--- src/verilog/mrws_pkg.sv ---
// constants and types shared by the multi-rail supervisor
package mrws_pkg;

    localparam int CLK_HZ = 100_000_000;
    localparam int NUM_RAILS = 6;
    localparam int CNT_W = 28;
    localparam int OVR_W = 16;
    localparam int ADDR_W = 8;
    localparam int EVT_W = 4;

    function automatic int ms_to_cyc(input int ms);
        return ms * (CLK_HZ / 1000);
    endfunction : ms_to_cyc

    function automatic int us_to_cyc(input int us);
        return us * (CLK_HZ / 1_000_000);
    endfunction : us_to_cyc

    // times in their own units, cycle counts derived
    localparam int STRETCH_MS = 140;
    localparam int STRETCH_MAX_MS = 1120;
    localparam int WD_PERIOD_MS = 1600;
    localparam int MR_DEBOUNCE_US = 1000;
    localparam int OVR_DELAY_US = 10;
    localparam int STRETCH_CYC = ms_to_cyc(STRETCH_MS);
    localparam int STRETCH_MAX_CYC = ms_to_cyc(STRETCH_MAX_MS);
    localparam int WD_CYC = ms_to_cyc(WD_PERIOD_MS);
    localparam int MR_DEB_CYC = us_to_cyc(MR_DEBOUNCE_US);
    localparam int OVR_CYC = us_to_cyc(OVR_DELAY_US);

    // register offsets
    localparam logic [ADDR_W-1:0] REG_CTRL = 8'h00;
    localparam logic [ADDR_W-1:0] REG_STRETCH = 8'h04;
    localparam logic [ADDR_W-1:0] REG_STATUS = 8'h08;
    localparam logic [ADDR_W-1:0] REG_MASK = 8'h0c;
    localparam logic [ADDR_W-1:0] REG_STATE = 8'h10;

    // fields and reset values
    localparam int CTRL_WDO_SEP_BIT = 0;
    localparam logic CTRL_WDO_SEP_RST = 1'b0;
    localparam logic [EVT_W-1:0] MASK_RST = 4'h0;
    localparam logic [1:0] RESP_OKAY = 2'h0;
    localparam logic [1:0] RESP_SLVERR = 2'h2;

    typedef struct packed {
        logic rst_release;
        logic wd_expire;
        logic manual;
        logic rail_fault;
    } mrws_evt_t;

    typedef struct packed {
        logic wdo_latch;
        logic rst_int;
        logic wd_armed;
        logic margin;
        logic tsel;
        logic [NUM_RAILS-1:0] rail_low;
    } mrws_state_t;

endpackage : mrws_pkg

--- src/verilog/mrws_pin_filter.sv ---
// three-stage pin synchroniser with stable-time filter
`timescale 1ns/1ps
`default_nettype none
module mrws_pin_filter #(
    parameter logic INIT = 1'b1,
    parameter int HOLD = 1
)(
    input wire logic clk, // system clock
    input wire logic rst, // synchronous reset
    input wire logic pin, // raw pin level
    output logic level // filtered level
);

    logic ff1_r;
    logic ff2_r;
    logic ff3_r;
    logic [31:0] cnt_r;

    always_ff @(posedge clk) begin
        if (rst) begin
            ff1_r <= INIT;
            ff2_r <= INIT;
            ff3_r <= INIT;
        end else begin
            ff1_r <= pin;
            ff2_r <= ff1_r;
            ff3_r <= ff2_r;
        end
    end

    // new level only after it has stood agreed for hold cycles
    always_ff @(posedge clk) begin
        if (rst) begin
            cnt_r <= '0;
            level <= INIT;
        end else if (ff2_r == ff3_r && ff3_r != level) begin
            if (cnt_r >= 32'(HOLD - 1)) begin
                level <= ff3_r;
                cnt_r <= '0;
            end else begin
                cnt_r <= cnt_r + 32'h1;
            end
        end else begin
            cnt_r <= '0;
        end
    end
endmodule : mrws_pin_filter
`default_nettype wire

--- src/verilog/mrws_top.sv ---
// multi-rail reset and watchdog supervisor with axi4-lite registers
//
// How it works
// - each rail flag goes low while its rail is below threshold, releases after.
// - combined reset goes low on any low rail or held manual reset.
// - after all good and manual released, reset stays low the stretch period.
// - timeout-select high picks the fixed internal 140 ms stretch.
// - timeout-select low uses a software stretch count up to 1.12 s.
// - manual reset reads as released when left unconnected.
// - bouncing manual reset contact is filtered into one clean assertion.
// - separate watchdog output follows low rails, releases with no delay.
// - watchdog output falls on expiry, releases on kick edge or manual reset.
// - watchdog counts only once the reset stretch has elapsed.
// - no kick within 1.6 s asserts reset or the watchdog output.
// - floating kick input disables the watchdog.
// - margin override low forces all outputs high and frozen unless under lockout.
// - watchdog runs during margin; outputs assert a fixed delay after release.
// - margin override reads inactive high when unconnected.
// - tolerance select low picks 5 percent band, high picks 10 percent.
// - under lockout all outputs hold their asserted states.
//
// The register addresses and the AXI4-Lite slave port were left to the implementer.
`timescale 1ns/1ps
`default_nettype none
module mrws_top
    import mrws_pkg::*;
#(
    parameter int STRETCH_CYC_P = STRETCH_CYC,
    parameter int STRETCH_MAX_P = STRETCH_MAX_CYC,
    parameter int WD_CYC_P = WD_CYC,
    parameter int MR_DEB_CYC_P = MR_DEB_CYC
)(
    input wire logic MCLK, // system clock
    input wire logic RESET, // synchronous reset, high
    input wire logic [ADDR_W-1:0] S_AXI_AWADDR, // write address
    input wire logic S_AXI_AWVALID, // write address valid
    output logic S_AXI_AWREADY, // write address ready
    input wire logic [31:0] S_AXI_WDATA, // write data
    input wire logic [3:0] S_AXI_WSTRB, // write byte enables
    input wire logic S_AXI_WVALID, // write data valid
    output logic S_AXI_WREADY, // write data ready
    output logic [1:0] S_AXI_BRESP, // write response
    output logic S_AXI_BVALID, // write response valid
    input wire logic S_AXI_BREADY, // write response ready
    input wire logic [ADDR_W-1:0] S_AXI_ARADDR, // read address
    input wire logic S_AXI_ARVALID, // read address valid
    output logic S_AXI_ARREADY, // read address ready
    output logic [31:0] S_AXI_RDATA, // read data
    output logic [1:0] S_AXI_RRESP, // read response
    output logic S_AXI_RVALID, // read data valid
    input wire logic S_AXI_RREADY, // read data ready
    input wire logic [NUM_RAILS-1:0] RAIL_LOW, // comparators, high = below
    input wire logic SUPPLY_OK, // supply above lockout level
    input wire logic MANUAL_RESET_N, // manual reset pin
    input wire logic MARGIN_N, // margin override pin
    input wire logic WATCHDOG_KICK_IN, // watchdog kick pin
    input wire logic KICK_FLOAT, // kick pin sensed open
    input wire logic TOLERANCE_SELECT, // threshold band pin
    input wire logic TIMEOUT_SELECT_PIN, // high = internal stretch
    output logic SYS_RESET_N, // combined reset
    output logic WATCHDOG_FAULT_N, // separate watchdog output
    output logic [NUM_RAILS-1:0] RAIL_FLAG_N, // per-rail flags
    output logic THRESH_BAND_HIGH, // 10 percent band to comparators
    output logic IRQ // interrupt, high level
);

    function automatic logic [31:0] strb_merge(input logic [31:0] old, input logic [31:0] wd,
                                               input logic [3:0] strb);
        logic [31:0] res;
        res = old;
        for (int i = 0; i < 4; i++) begin
            if (strb[i]) begin
                res[8*i +: 8] = wd[8*i +: 8];
            end
        end
        return res;
    endfunction : strb_merge

    function automatic logic reg_known(input logic [ADDR_W-1:0] a);
        return a == REG_CTRL || a == REG_STRETCH || a == REG_STATUS ||
               a == REG_MASK || a == REG_STATE;
    endfunction : reg_known

    ////////////////////////////////////////////////////////////////////////////////
    // pin synchronisers

    logic mr_s;
    logic margin_s;
    logic kick_s;
    logic float_s;
    logic tol_s;
    logic tsel_s;
    logic supply_s;

    // unconnected manual reset pulls high: starts released
    mrws_pin_filter #(.INIT(1'b1), .HOLD(MR_DEB_CYC_P)) u_mr (
        .clk(MCLK), .rst(RESET), .pin(MANUAL_RESET_N), .level(mr_s));
    // unconnected margin pulls high: starts inactive
    mrws_pin_filter #(.INIT(1'b1), .HOLD(1)) u_margin (
        .clk(MCLK), .rst(RESET), .pin(MARGIN_N), .level(margin_s));
    mrws_pin_filter #(.INIT(1'b0), .HOLD(1)) u_kick (
        .clk(MCLK), .rst(RESET), .pin(WATCHDOG_KICK_IN), .level(kick_s));
    mrws_pin_filter #(.INIT(1'b1), .HOLD(1)) u_float (
        .clk(MCLK), .rst(RESET), .pin(KICK_FLOAT), .level(float_s));
    mrws_pin_filter #(.INIT(1'b0), .HOLD(1)) u_tol (
        .clk(MCLK), .rst(RESET), .pin(TOLERANCE_SELECT), .level(tol_s));
    mrws_pin_filter #(.INIT(1'b1), .HOLD(1)) u_tsel (
        .clk(MCLK), .rst(RESET), .pin(TIMEOUT_SELECT_PIN), .level(tsel_s));
    mrws_pin_filter #(.INIT(1'b0), .HOLD(1)) u_supply (
        .clk(MCLK), .rst(RESET), .pin(SUPPLY_OK), .level(supply_s));

    ////////////////////////////////////////////////////////////////////////////////
    // reset stretch

    logic wdo_sep_r;
    logic [CNT_W-1:0] stretch_reg_r;
    logic [CNT_W-1:0] stretch_cnt_r;
    logic [CNT_W-1:0] stretch_len;
    logic rst_int_r;
    logic rst_cond;
    logic any_low;
    logic wd_expire;

    assign any_low = |RAIL_LOW;
    assign stretch_len = tsel_s ? CNT_W'(STRETCH_CYC_P) : stretch_reg_r;
    assign rst_cond = any_low || !mr_s || !supply_s || (wd_expire && !wdo_sep_r);

    always_ff @(posedge MCLK) begin
        if (RESET) begin
            stretch_cnt_r <= '0;
            rst_int_r <= 1'b1;
        end else if (rst_cond) begin
            stretch_cnt_r <= '0;
            rst_int_r <= 1'b1;
        end else if (rst_int_r) begin
            if (stretch_cnt_r >= stretch_len - 1'b1) begin
                stretch_cnt_r <= '0;
                rst_int_r <= 1'b0;
            end else begin
                stretch_cnt_r <= stretch_cnt_r + 1'b1;
            end
        end
    end

    ////////////////////////////////////////////////////////////////////////////////
    // watchdog

    logic kick_d_r;
    logic kick_edge;
    logic [CNT_W-1:0] wd_cnt_r;
    logic wdo_latch_r;
    logic wd_run;

    assign kick_edge = kick_s ^ kick_d_r;
    assign wd_run = !rst_int_r && !float_s && !any_low;
    assign wd_expire = wd_run && !kick_edge && wd_cnt_r == CNT_W'(WD_CYC_P - 1);

    always_ff @(posedge MCLK) begin
        if (RESET) begin
            kick_d_r <= 1'b0;
        end else begin
            kick_d_r <= kick_s;
        end
    end

    always_ff @(posedge MCLK) begin
        if (RESET || !wd_run || kick_edge || wd_expire) begin
            wd_cnt_r <= '0;
        end else begin
            wd_cnt_r <= wd_cnt_r + 1'b1;
        end
    end

    always_ff @(posedge MCLK) begin
        if (RESET) begin
            wdo_latch_r <= 1'b0;
        end else if (wd_expire && wdo_sep_r) begin
            wdo_latch_r <= 1'b1;
        end else if (kick_edge || !mr_s) begin
            wdo_latch_r <= 1'b0;
        end
    end

    ////////////////////////////////////////////////////////////////////////////////
    // margin override and output stage

    logic [OVR_W-1:0] ovr_cnt_r;
    logic live;

    assign live = supply_s && margin_s && ovr_cnt_r == '0;

    always_ff @(posedge MCLK) begin
        if (RESET) begin
            ovr_cnt_r <= '0;
        end else if (!margin_s) begin
            ovr_cnt_r <= OVR_W'(OVR_CYC);
        end else if (ovr_cnt_r != '0) begin
            ovr_cnt_r <= ovr_cnt_r - 1'b1;
        end
    end

    always_ff @(posedge MCLK) begin
        if (RESET || !supply_s) begin
            SYS_RESET_N <= 1'b0;
            WATCHDOG_FAULT_N <= 1'b0;
            RAIL_FLAG_N <= '0;
        end else if (!live) begin
            SYS_RESET_N <= 1'b1;
            WATCHDOG_FAULT_N <= 1'b1;
            RAIL_FLAG_N <= '1;
        end else begin
            // low from the cause's own edge, not one stretch-state later
            SYS_RESET_N <= !(rst_int_r || rst_cond);
            WATCHDOG_FAULT_N <= !(wdo_sep_r && (any_low || wdo_latch_r));
            RAIL_FLAG_N <= ~RAIL_LOW;
        end
    end

    always_ff @(posedge MCLK) begin
        if (RESET) begin
            THRESH_BAND_HIGH <= 1'b0;
        end else begin
            THRESH_BAND_HIGH <= tol_s;
        end
    end

    ////////////////////////////////////////////////////////////////////////////////
    // events and interrupt

    logic any_low_d_r;
    logic mr_d_r;
    logic rst_int_d_r;
    mrws_evt_t evt;
    logic [EVT_W-1:0] status_r;
    logic [EVT_W-1:0] mask_r;
    logic [EVT_W-1:0] status_clr;

    assign evt.rail_fault = any_low && !any_low_d_r;
    assign evt.manual = !mr_s && mr_d_r;
    assign evt.wd_expire = wd_expire;
    assign evt.rst_release = rst_int_d_r && !rst_int_r;

    always_ff @(posedge MCLK) begin
        if (RESET) begin
            any_low_d_r <= 1'b0;
            mr_d_r <= 1'b1;
            rst_int_d_r <= 1'b1;
        end else begin
            any_low_d_r <= any_low;
            mr_d_r <= mr_s;
            rst_int_d_r <= rst_int_r;
        end
    end

    // set wins over a same-cycle clear
    always_ff @(posedge MCLK) begin
        if (RESET) begin
            status_r <= '0;
            IRQ <= 1'b0;
        end else begin
            status_r <= (status_r & ~status_clr) | evt;
            IRQ <= |(status_r & mask_r);
        end
    end

    ////////////////////////////////////////////////////////////////////////////////
    // axi4-lite slave

    logic aw_take;
    logic ar_take;
    logic [31:0] wmerged;
    logic [31:0] rd_data;
    mrws_state_t state;

    assign aw_take = S_AXI_AWREADY && S_AXI_AWVALID;
    assign ar_take = S_AXI_ARREADY && S_AXI_ARVALID;
    assign wmerged = strb_merge(32'(stretch_reg_r), S_AXI_WDATA, S_AXI_WSTRB);
    assign status_clr = (aw_take && S_AXI_AWADDR == REG_STATUS && S_AXI_WSTRB[0]) ?
                        S_AXI_WDATA[EVT_W-1:0] : '0;
    assign state = '{wdo_latch: wdo_latch_r, rst_int: rst_int_r, wd_armed: !rst_int_r,
                     margin: margin_s, tsel: tsel_s, rail_low: RAIL_LOW};

    always_ff @(posedge MCLK) begin
        if (RESET) begin
            S_AXI_AWREADY <= 1'b0;
            S_AXI_WREADY <= 1'b0;
            S_AXI_BVALID <= 1'b0;
            S_AXI_BRESP <= RESP_OKAY;
        end else begin
            S_AXI_AWREADY <= !S_AXI_AWREADY && S_AXI_AWVALID && S_AXI_WVALID && !S_AXI_BVALID;
            S_AXI_WREADY <= !S_AXI_AWREADY && S_AXI_AWVALID && S_AXI_WVALID && !S_AXI_BVALID;
            if (aw_take) begin
                S_AXI_BVALID <= 1'b1;
                S_AXI_BRESP <= reg_known(S_AXI_AWADDR) ? RESP_OKAY : RESP_SLVERR;
            end else if (S_AXI_BREADY) begin
                S_AXI_BVALID <= 1'b0;
            end
        end
    end

    always_ff @(posedge MCLK) begin
        if (RESET) begin
            wdo_sep_r <= CTRL_WDO_SEP_RST;
            stretch_reg_r <= CNT_W'(STRETCH_CYC_P);
            mask_r <= MASK_RST;
        end else if (aw_take) begin
            if (S_AXI_AWADDR == REG_CTRL && S_AXI_WSTRB[0]) begin
                wdo_sep_r <= S_AXI_WDATA[CTRL_WDO_SEP_BIT];
            end
            if (S_AXI_AWADDR == REG_STRETCH) begin
                // clamp into the supported stretch range
                if (wmerged == 32'h0) begin
                    stretch_reg_r <= CNT_W'(1);
                end else if (wmerged > 32'(STRETCH_MAX_P)) begin
                    stretch_reg_r <= CNT_W'(STRETCH_MAX_P);
                end else begin
                    stretch_reg_r <= wmerged[CNT_W-1:0];
                end
            end
            if (S_AXI_AWADDR == REG_MASK && S_AXI_WSTRB[0]) begin
                mask_r <= S_AXI_WDATA[EVT_W-1:0];
            end
        end
    end

    always_comb begin
        case (S_AXI_ARADDR)
            REG_CTRL: rd_data = 32'(wdo_sep_r);
            REG_STRETCH: rd_data = 32'(stretch_reg_r);
            REG_STATUS: rd_data = 32'(status_r);
            REG_MASK: rd_data = 32'(mask_r);
            REG_STATE: rd_data = 32'(state);
            default: rd_data = 32'h0;
        endcase
    end

    always_ff @(posedge MCLK) begin
        if (RESET) begin
            S_AXI_ARREADY <= 1'b0;
            S_AXI_RVALID <= 1'b0;
            S_AXI_RDATA <= 32'h0;
            S_AXI_RRESP <= RESP_OKAY;
        end else begin
            S_AXI_ARREADY <= !S_AXI_ARREADY && S_AXI_ARVALID && !S_AXI_RVALID;
            if (ar_take) begin
                S_AXI_RVALID <= 1'b1;
                S_AXI_RDATA <= rd_data;
                S_AXI_RRESP <= reg_known(S_AXI_ARADDR) ? RESP_OKAY : RESP_SLVERR;
            end else if (S_AXI_RREADY) begin
                S_AXI_RVALID <= 1'b0;
            end
        end
    end
endmodule : mrws_top
`default_nettype wire

--- config.mk ---
export PLATFORM = sky130hd
export DESIGN_NAME = mrws_top
export DESIGN_NICKNAME = d
export VERILOG_FILES = /design/src/verilog/mrws_pkg.sv /design/src/verilog/mrws_pin_filter.sv /design/src/verilog/mrws_top.sv
export SDC_FILE = /design/constraint.sdc
export NUM_CORES = 1
export LEC_CHECK = 0
export BUFFER_PORTS_ARGS = -buffer_cell sky130_fd_sc_hd__buf_2
export CAP_MARGIN = 20
export CORE_UTILIZATION = 53
export CTS_CLUSTER_DIAMETER = 150
export DETAILED_ROUTE_END_ITERATION = 10
export PLACE_DENSITY_LB_ADDON = 0.2
export REMOVE_ABC_BUFFERS = 1
export SETUP_SLACK_MARGIN = 0.1
export SLEW_MARGIN = 15
export SYNTH_ARGS = -nofsm -noshare
export SYNTH_HDL_FRONTEND = slang
export SYNTH_SLANG_ARGS = --single-unit
--- constraint.sdc ---
create_clock -name MCLK -period 4.42 [get_ports MCLK]
set_clock_uncertainty 0.1 [all_clocks]
set_input_delay 0.442 -clock MCLK [delete_from_list [all_inputs] [get_ports MCLK]]
set_output_delay 0.442 -clock MCLK [all_outputs]
set_load 0.02 [all_outputs]
==> impl_metrics.csv <==
group,metric,value,unit
logic_synthesis,yosys-top-cells-area,"dfxtp_1, nor2_1, nand2_1, a21oi_1, ha_1",
sta,timing.slew.headroom,0.4073,
pwr,leakage,0.004970,uW
logic_synthesis,yosysMostFrequentCell,"dfxtp_1",
detailed_routing,avgViaCountPerCell,5.583,
cts,insertion_delay,0.51,ns
run_status,status,"finished clean",
logic_synthesis,synth-main-ff-cell,"dfxtp_1",
setup_path,r2r_start,"stretch_reg_r[12]",
global_route,grt_usage,0.2541,
place,port_buffers,116,
place,dp_cells,1622,
logic_synthesis,yosys_warnings,0,
sta,max_slew.worst_pin.slew,0.8870,ns
floorplanning,die_area,20140,sq um
floorplanning,die_height,141.9,um
floorplanning,ios,123,
sta,rsz0062_at_grt,"no",
floorplanning,num_rows,50,
sta,hold_viol,0,
cts,cts.sinks,219,
floorplanning,start_util,0.5473,
setup_path,required,4.76,ns
sta,fin_crit,4.171,ns
global_route,grt_overflow_total,0,
place,gp_congestion,0.9394,
detailed_routing,vias,9330,
logic_synthesis,ys_seq_elements,219,
sta,max_freq,0.2398,GHz
setup_path,critPathLaunchType,"flip-flop",
logic_synthesis,synth_area_per_cell,8.272,sq um
hold_path,hold_class,"input pin to flip-flop",
global_route,grt_pass1_wl,41670,um
setup_path,critPathMaxFanout,11,
final_layout,fillCellCount,1603,
final_layout,final_util,0.6560,
setup_path,rr_endpoint,"stretch_cnt_r[19]",
cts,cts-root-buf,"clkbuf_16",
final_layout,area_growth,19.88,%
detailed_routing,firstDrtPassIters,5,
logic_synthesis,yosys.area.top_type,"dfxtp_1",
setup_path,crit_path_frequent_cell,"a21o_1",
final_layout,nets,1497,
floorplanning,die_width,141.9,um
setup_path,cp-end-kind,"flip-flop",
pwr,p_per_area,397.1,nW/um^2
logic_synthesis,synthesis.area,10370,sq um
final_layout,num_antenna_cells,0,
global_route,grt_pass1_vias,8621,
flow_run,maxCapViolations,0,
logic_synthesis,yosys.area.top_type_share,0.4226,
pwr,peakVddDrop,0.3447,mV
cts,path_clk_slew,0.06,ns
setup_path,rrSetupSlack,0.25,ns
detailed_routing,drt_wl_total,25940,um
hold_path,hold_start,"MARGIN_N",
global_route,grt_max_degree,65,
detailed_routing,wl_per_cell,15.52,um
setup_path,reg2regPathDepth,17,
global_route,antenna_found_initial,1,
cts,cts_buffer_depth,3,
cts,cts_max_level,1,
logic_synthesis,ys_types,69,
setup_path,path_class,"flip-flop to flip-flop",
final_layout,multi_input_area,5778,sq um
place,hpwl,17940,um
cts,cts_tree,"done",
sta,finalCritPeriodShare,0.9436,
detailed_routing,drt_iter0_markers,594,
setup_path,cp_cell_sequence,"nor4_4 -> nand2_1 -> or4_4 -> or4b_4 -> nor3_4 -> nand2b_1 -> a21o_1 -> ha_4 -> a21o_1 -> a21o_1 -> a2111oi_2 -> buf_4 -> nor2b_4 -> buf_6 -> clkbuf_16 -> o211ai_1 -> o211ai_1",
floorplanning,core,18960,sq um
logic_synthesis,async_reset_ff_frac,0,
final_layout,drive_gt1_frac,0.1772,
final_layout,seqCellArea,4385,sq um
hold_path,holdPathEnd,"u_margin.ff1_r",
logic_synthesis,ys_top_cells_by_count,"dfxtp_1, nor2_1, nand2_1",
logic_synthesis,synthCells,1254,
sta,setup_viol,0,
hold_path,worstHoldPathCells,2,
detailed_routing,drc,0,
cts,cts-buffers-inserted,24,
detailed_routing,drtAntennaViolNets,0,
final_layout,final_cells,1671,
logic_synthesis,synth-seq-area-share,0.4226,
setup_path,cpPeakStageDelay,0.54,ns
logic_synthesis,synth_edf_count,0,
setup_path,slowest_stage,"or4b_4",
setup_path,arrival,4.51,ns
sta,drv_slew,0,
==> critical path: cells and delay by family (launching register included) <==
| family | cells | cell delay (ns) |
|---|---|---|
| DFF | 1 | 0.33 |
| buffers and inverters | 3 | 0.46 |
| adders and majority gates | 1 | 0.22 |
| AOI/OAI and AO/OA | 6 | 1.04 |
| and+or+nand+nor | 7 | 1.96 |
==> state kept, by name (all words and copies together), names as in the netlist, 4 cells and up <==
name	count
RAIL_FLAG_N	6
S_AXI_RDATA	28
mask_r	4
ovr_cnt_r	16
status_r	4
stretch_cnt_r	28
stretch_reg_r	28
u_mr.cnt_r	32
wd_cnt_r	28
==> area by class of cell <==
class                           count  area share
Multi-Input combinational cell    967      0.4646
Sequential cell                   219      0.3527
Timing Repair Buffer              159     0.07798
Clock buffer                       29     0.05312
Tap cell                          260     0.02616
Clock inverter                     15     0.01881
Inverter                           22    0.006640
==> stage by stage <==
| step | hold slack, ns | area (sq um) | power, uW | setup TNS [ns] | setup slack [ns] |
|---|---|---|---|---|---|
| floorplan | 0.2895 | 10160 | 2569 | -22.57 | -1.052 |
| global placement | 0.2918 | 11380 | 2720 | 0 | 0.06597 |
| detailed placement | 0.3005 | 11380 | 2730 | -0.1846 | -0.02398 |
| CTS | 0.002136 | 12310 | 4973 | 0 | 0.1373 |
| global route | 0.007283 | 12440 | 5122 | 0 | 0.08262 |
| finish | 0.01716 | 12440 | 4939 | 0 | 0.2492 |
==> worst max path at each step <==
stage               slack [ns]              start           endpoint
floorplan                -1.05   stretch_reg_r[3]  stretch_cnt_r[13]
finish                    0.25  stretch_reg_r[12]  stretch_cnt_r[19]
global route              0.08  stretch_reg_r[12]  stretch_cnt_r[17]
detailed placement       -0.02   stretch_reg_r[3]   stretch_cnt_r[2]
global placement          0.07   stretch_reg_r[3]   stretch_cnt_r[2]
CTS                       0.14   stretch_reg_r[0]  stretch_cnt_r[13]
==> where the power goes <==
group / total (uW) / internal (uW) / switching (uW) / leakage (uW)
registers: 2120 / 2060 / 65.3 / 0.00178
logic: 580 / 265 / 315 / 0.00275
clock network: 2240 / 1420 / 819 / 0.000438
total: 4940 / 3740 / 1200 / 0.00497
==> metal layers <==
layer / up-vias / track usage / share of wire
met5: - / 0 / 0.00050
met4: 2 / 0.07301 / 0.025
met3: 49 / 0.03510 / 0.064
met2: 287 / 0.4198 / 0.45
met1: 4301 / 0.3460 / 0.46
li1: 4691 / - / -
==> placed cells by master, fill, tap and decap left out, types with 16 or more instances in the layout <==
| master | n |
|---|---|
| a21oi_1 | 89 |
| and2_1 | 19 |
| and3_1 | 19 |
| buf_2 | 115 |
| buf_4 | 39 |
| clkbuf_16 | 27 |
| conb_1 | 21 |
| dfxtp_1 | 218 |
| ha_1 | 31 |
| inv_1 | 22 |
| nand2_1 | 143 |
| nand3_1 | 49 |
| nand4_1 | 27 |
| nor2_1 | 169 |
| nor3_1 | 31 |
| nor4_1 | 16 |
| o211ai_1 | 27 |
| o21ai_0 | 44 |
| or2_2 | 21 |
| xnor2_1 | 37 |
| xor2_1 | 30 |
==> cells by family after synthesis <==
family,after synthesis,synth area share
XOR/XNOR,67,0.05657
other,1,0.0003615
AND/OR/NAND/NOR,581,0.2787
buffers and inverters,88,0.03534
AO/OA/AOI/OAI,253,0.1546
multiplexers,13,0.01315
flip-flops,219,0.4226
adder cells (fa/ha/maj),32,0.03860
==> timing repair <==
item	CTS	global route
hold endpoints to repair	0	0
buffers inserted	0	3
gates cloned	0	2
hold buffers	0	0
setup endpoints to repair	26	27
gates resized for setup	8	9
pin swaps	2	16
Note: power is estimated with default switching activity, not from simulation.
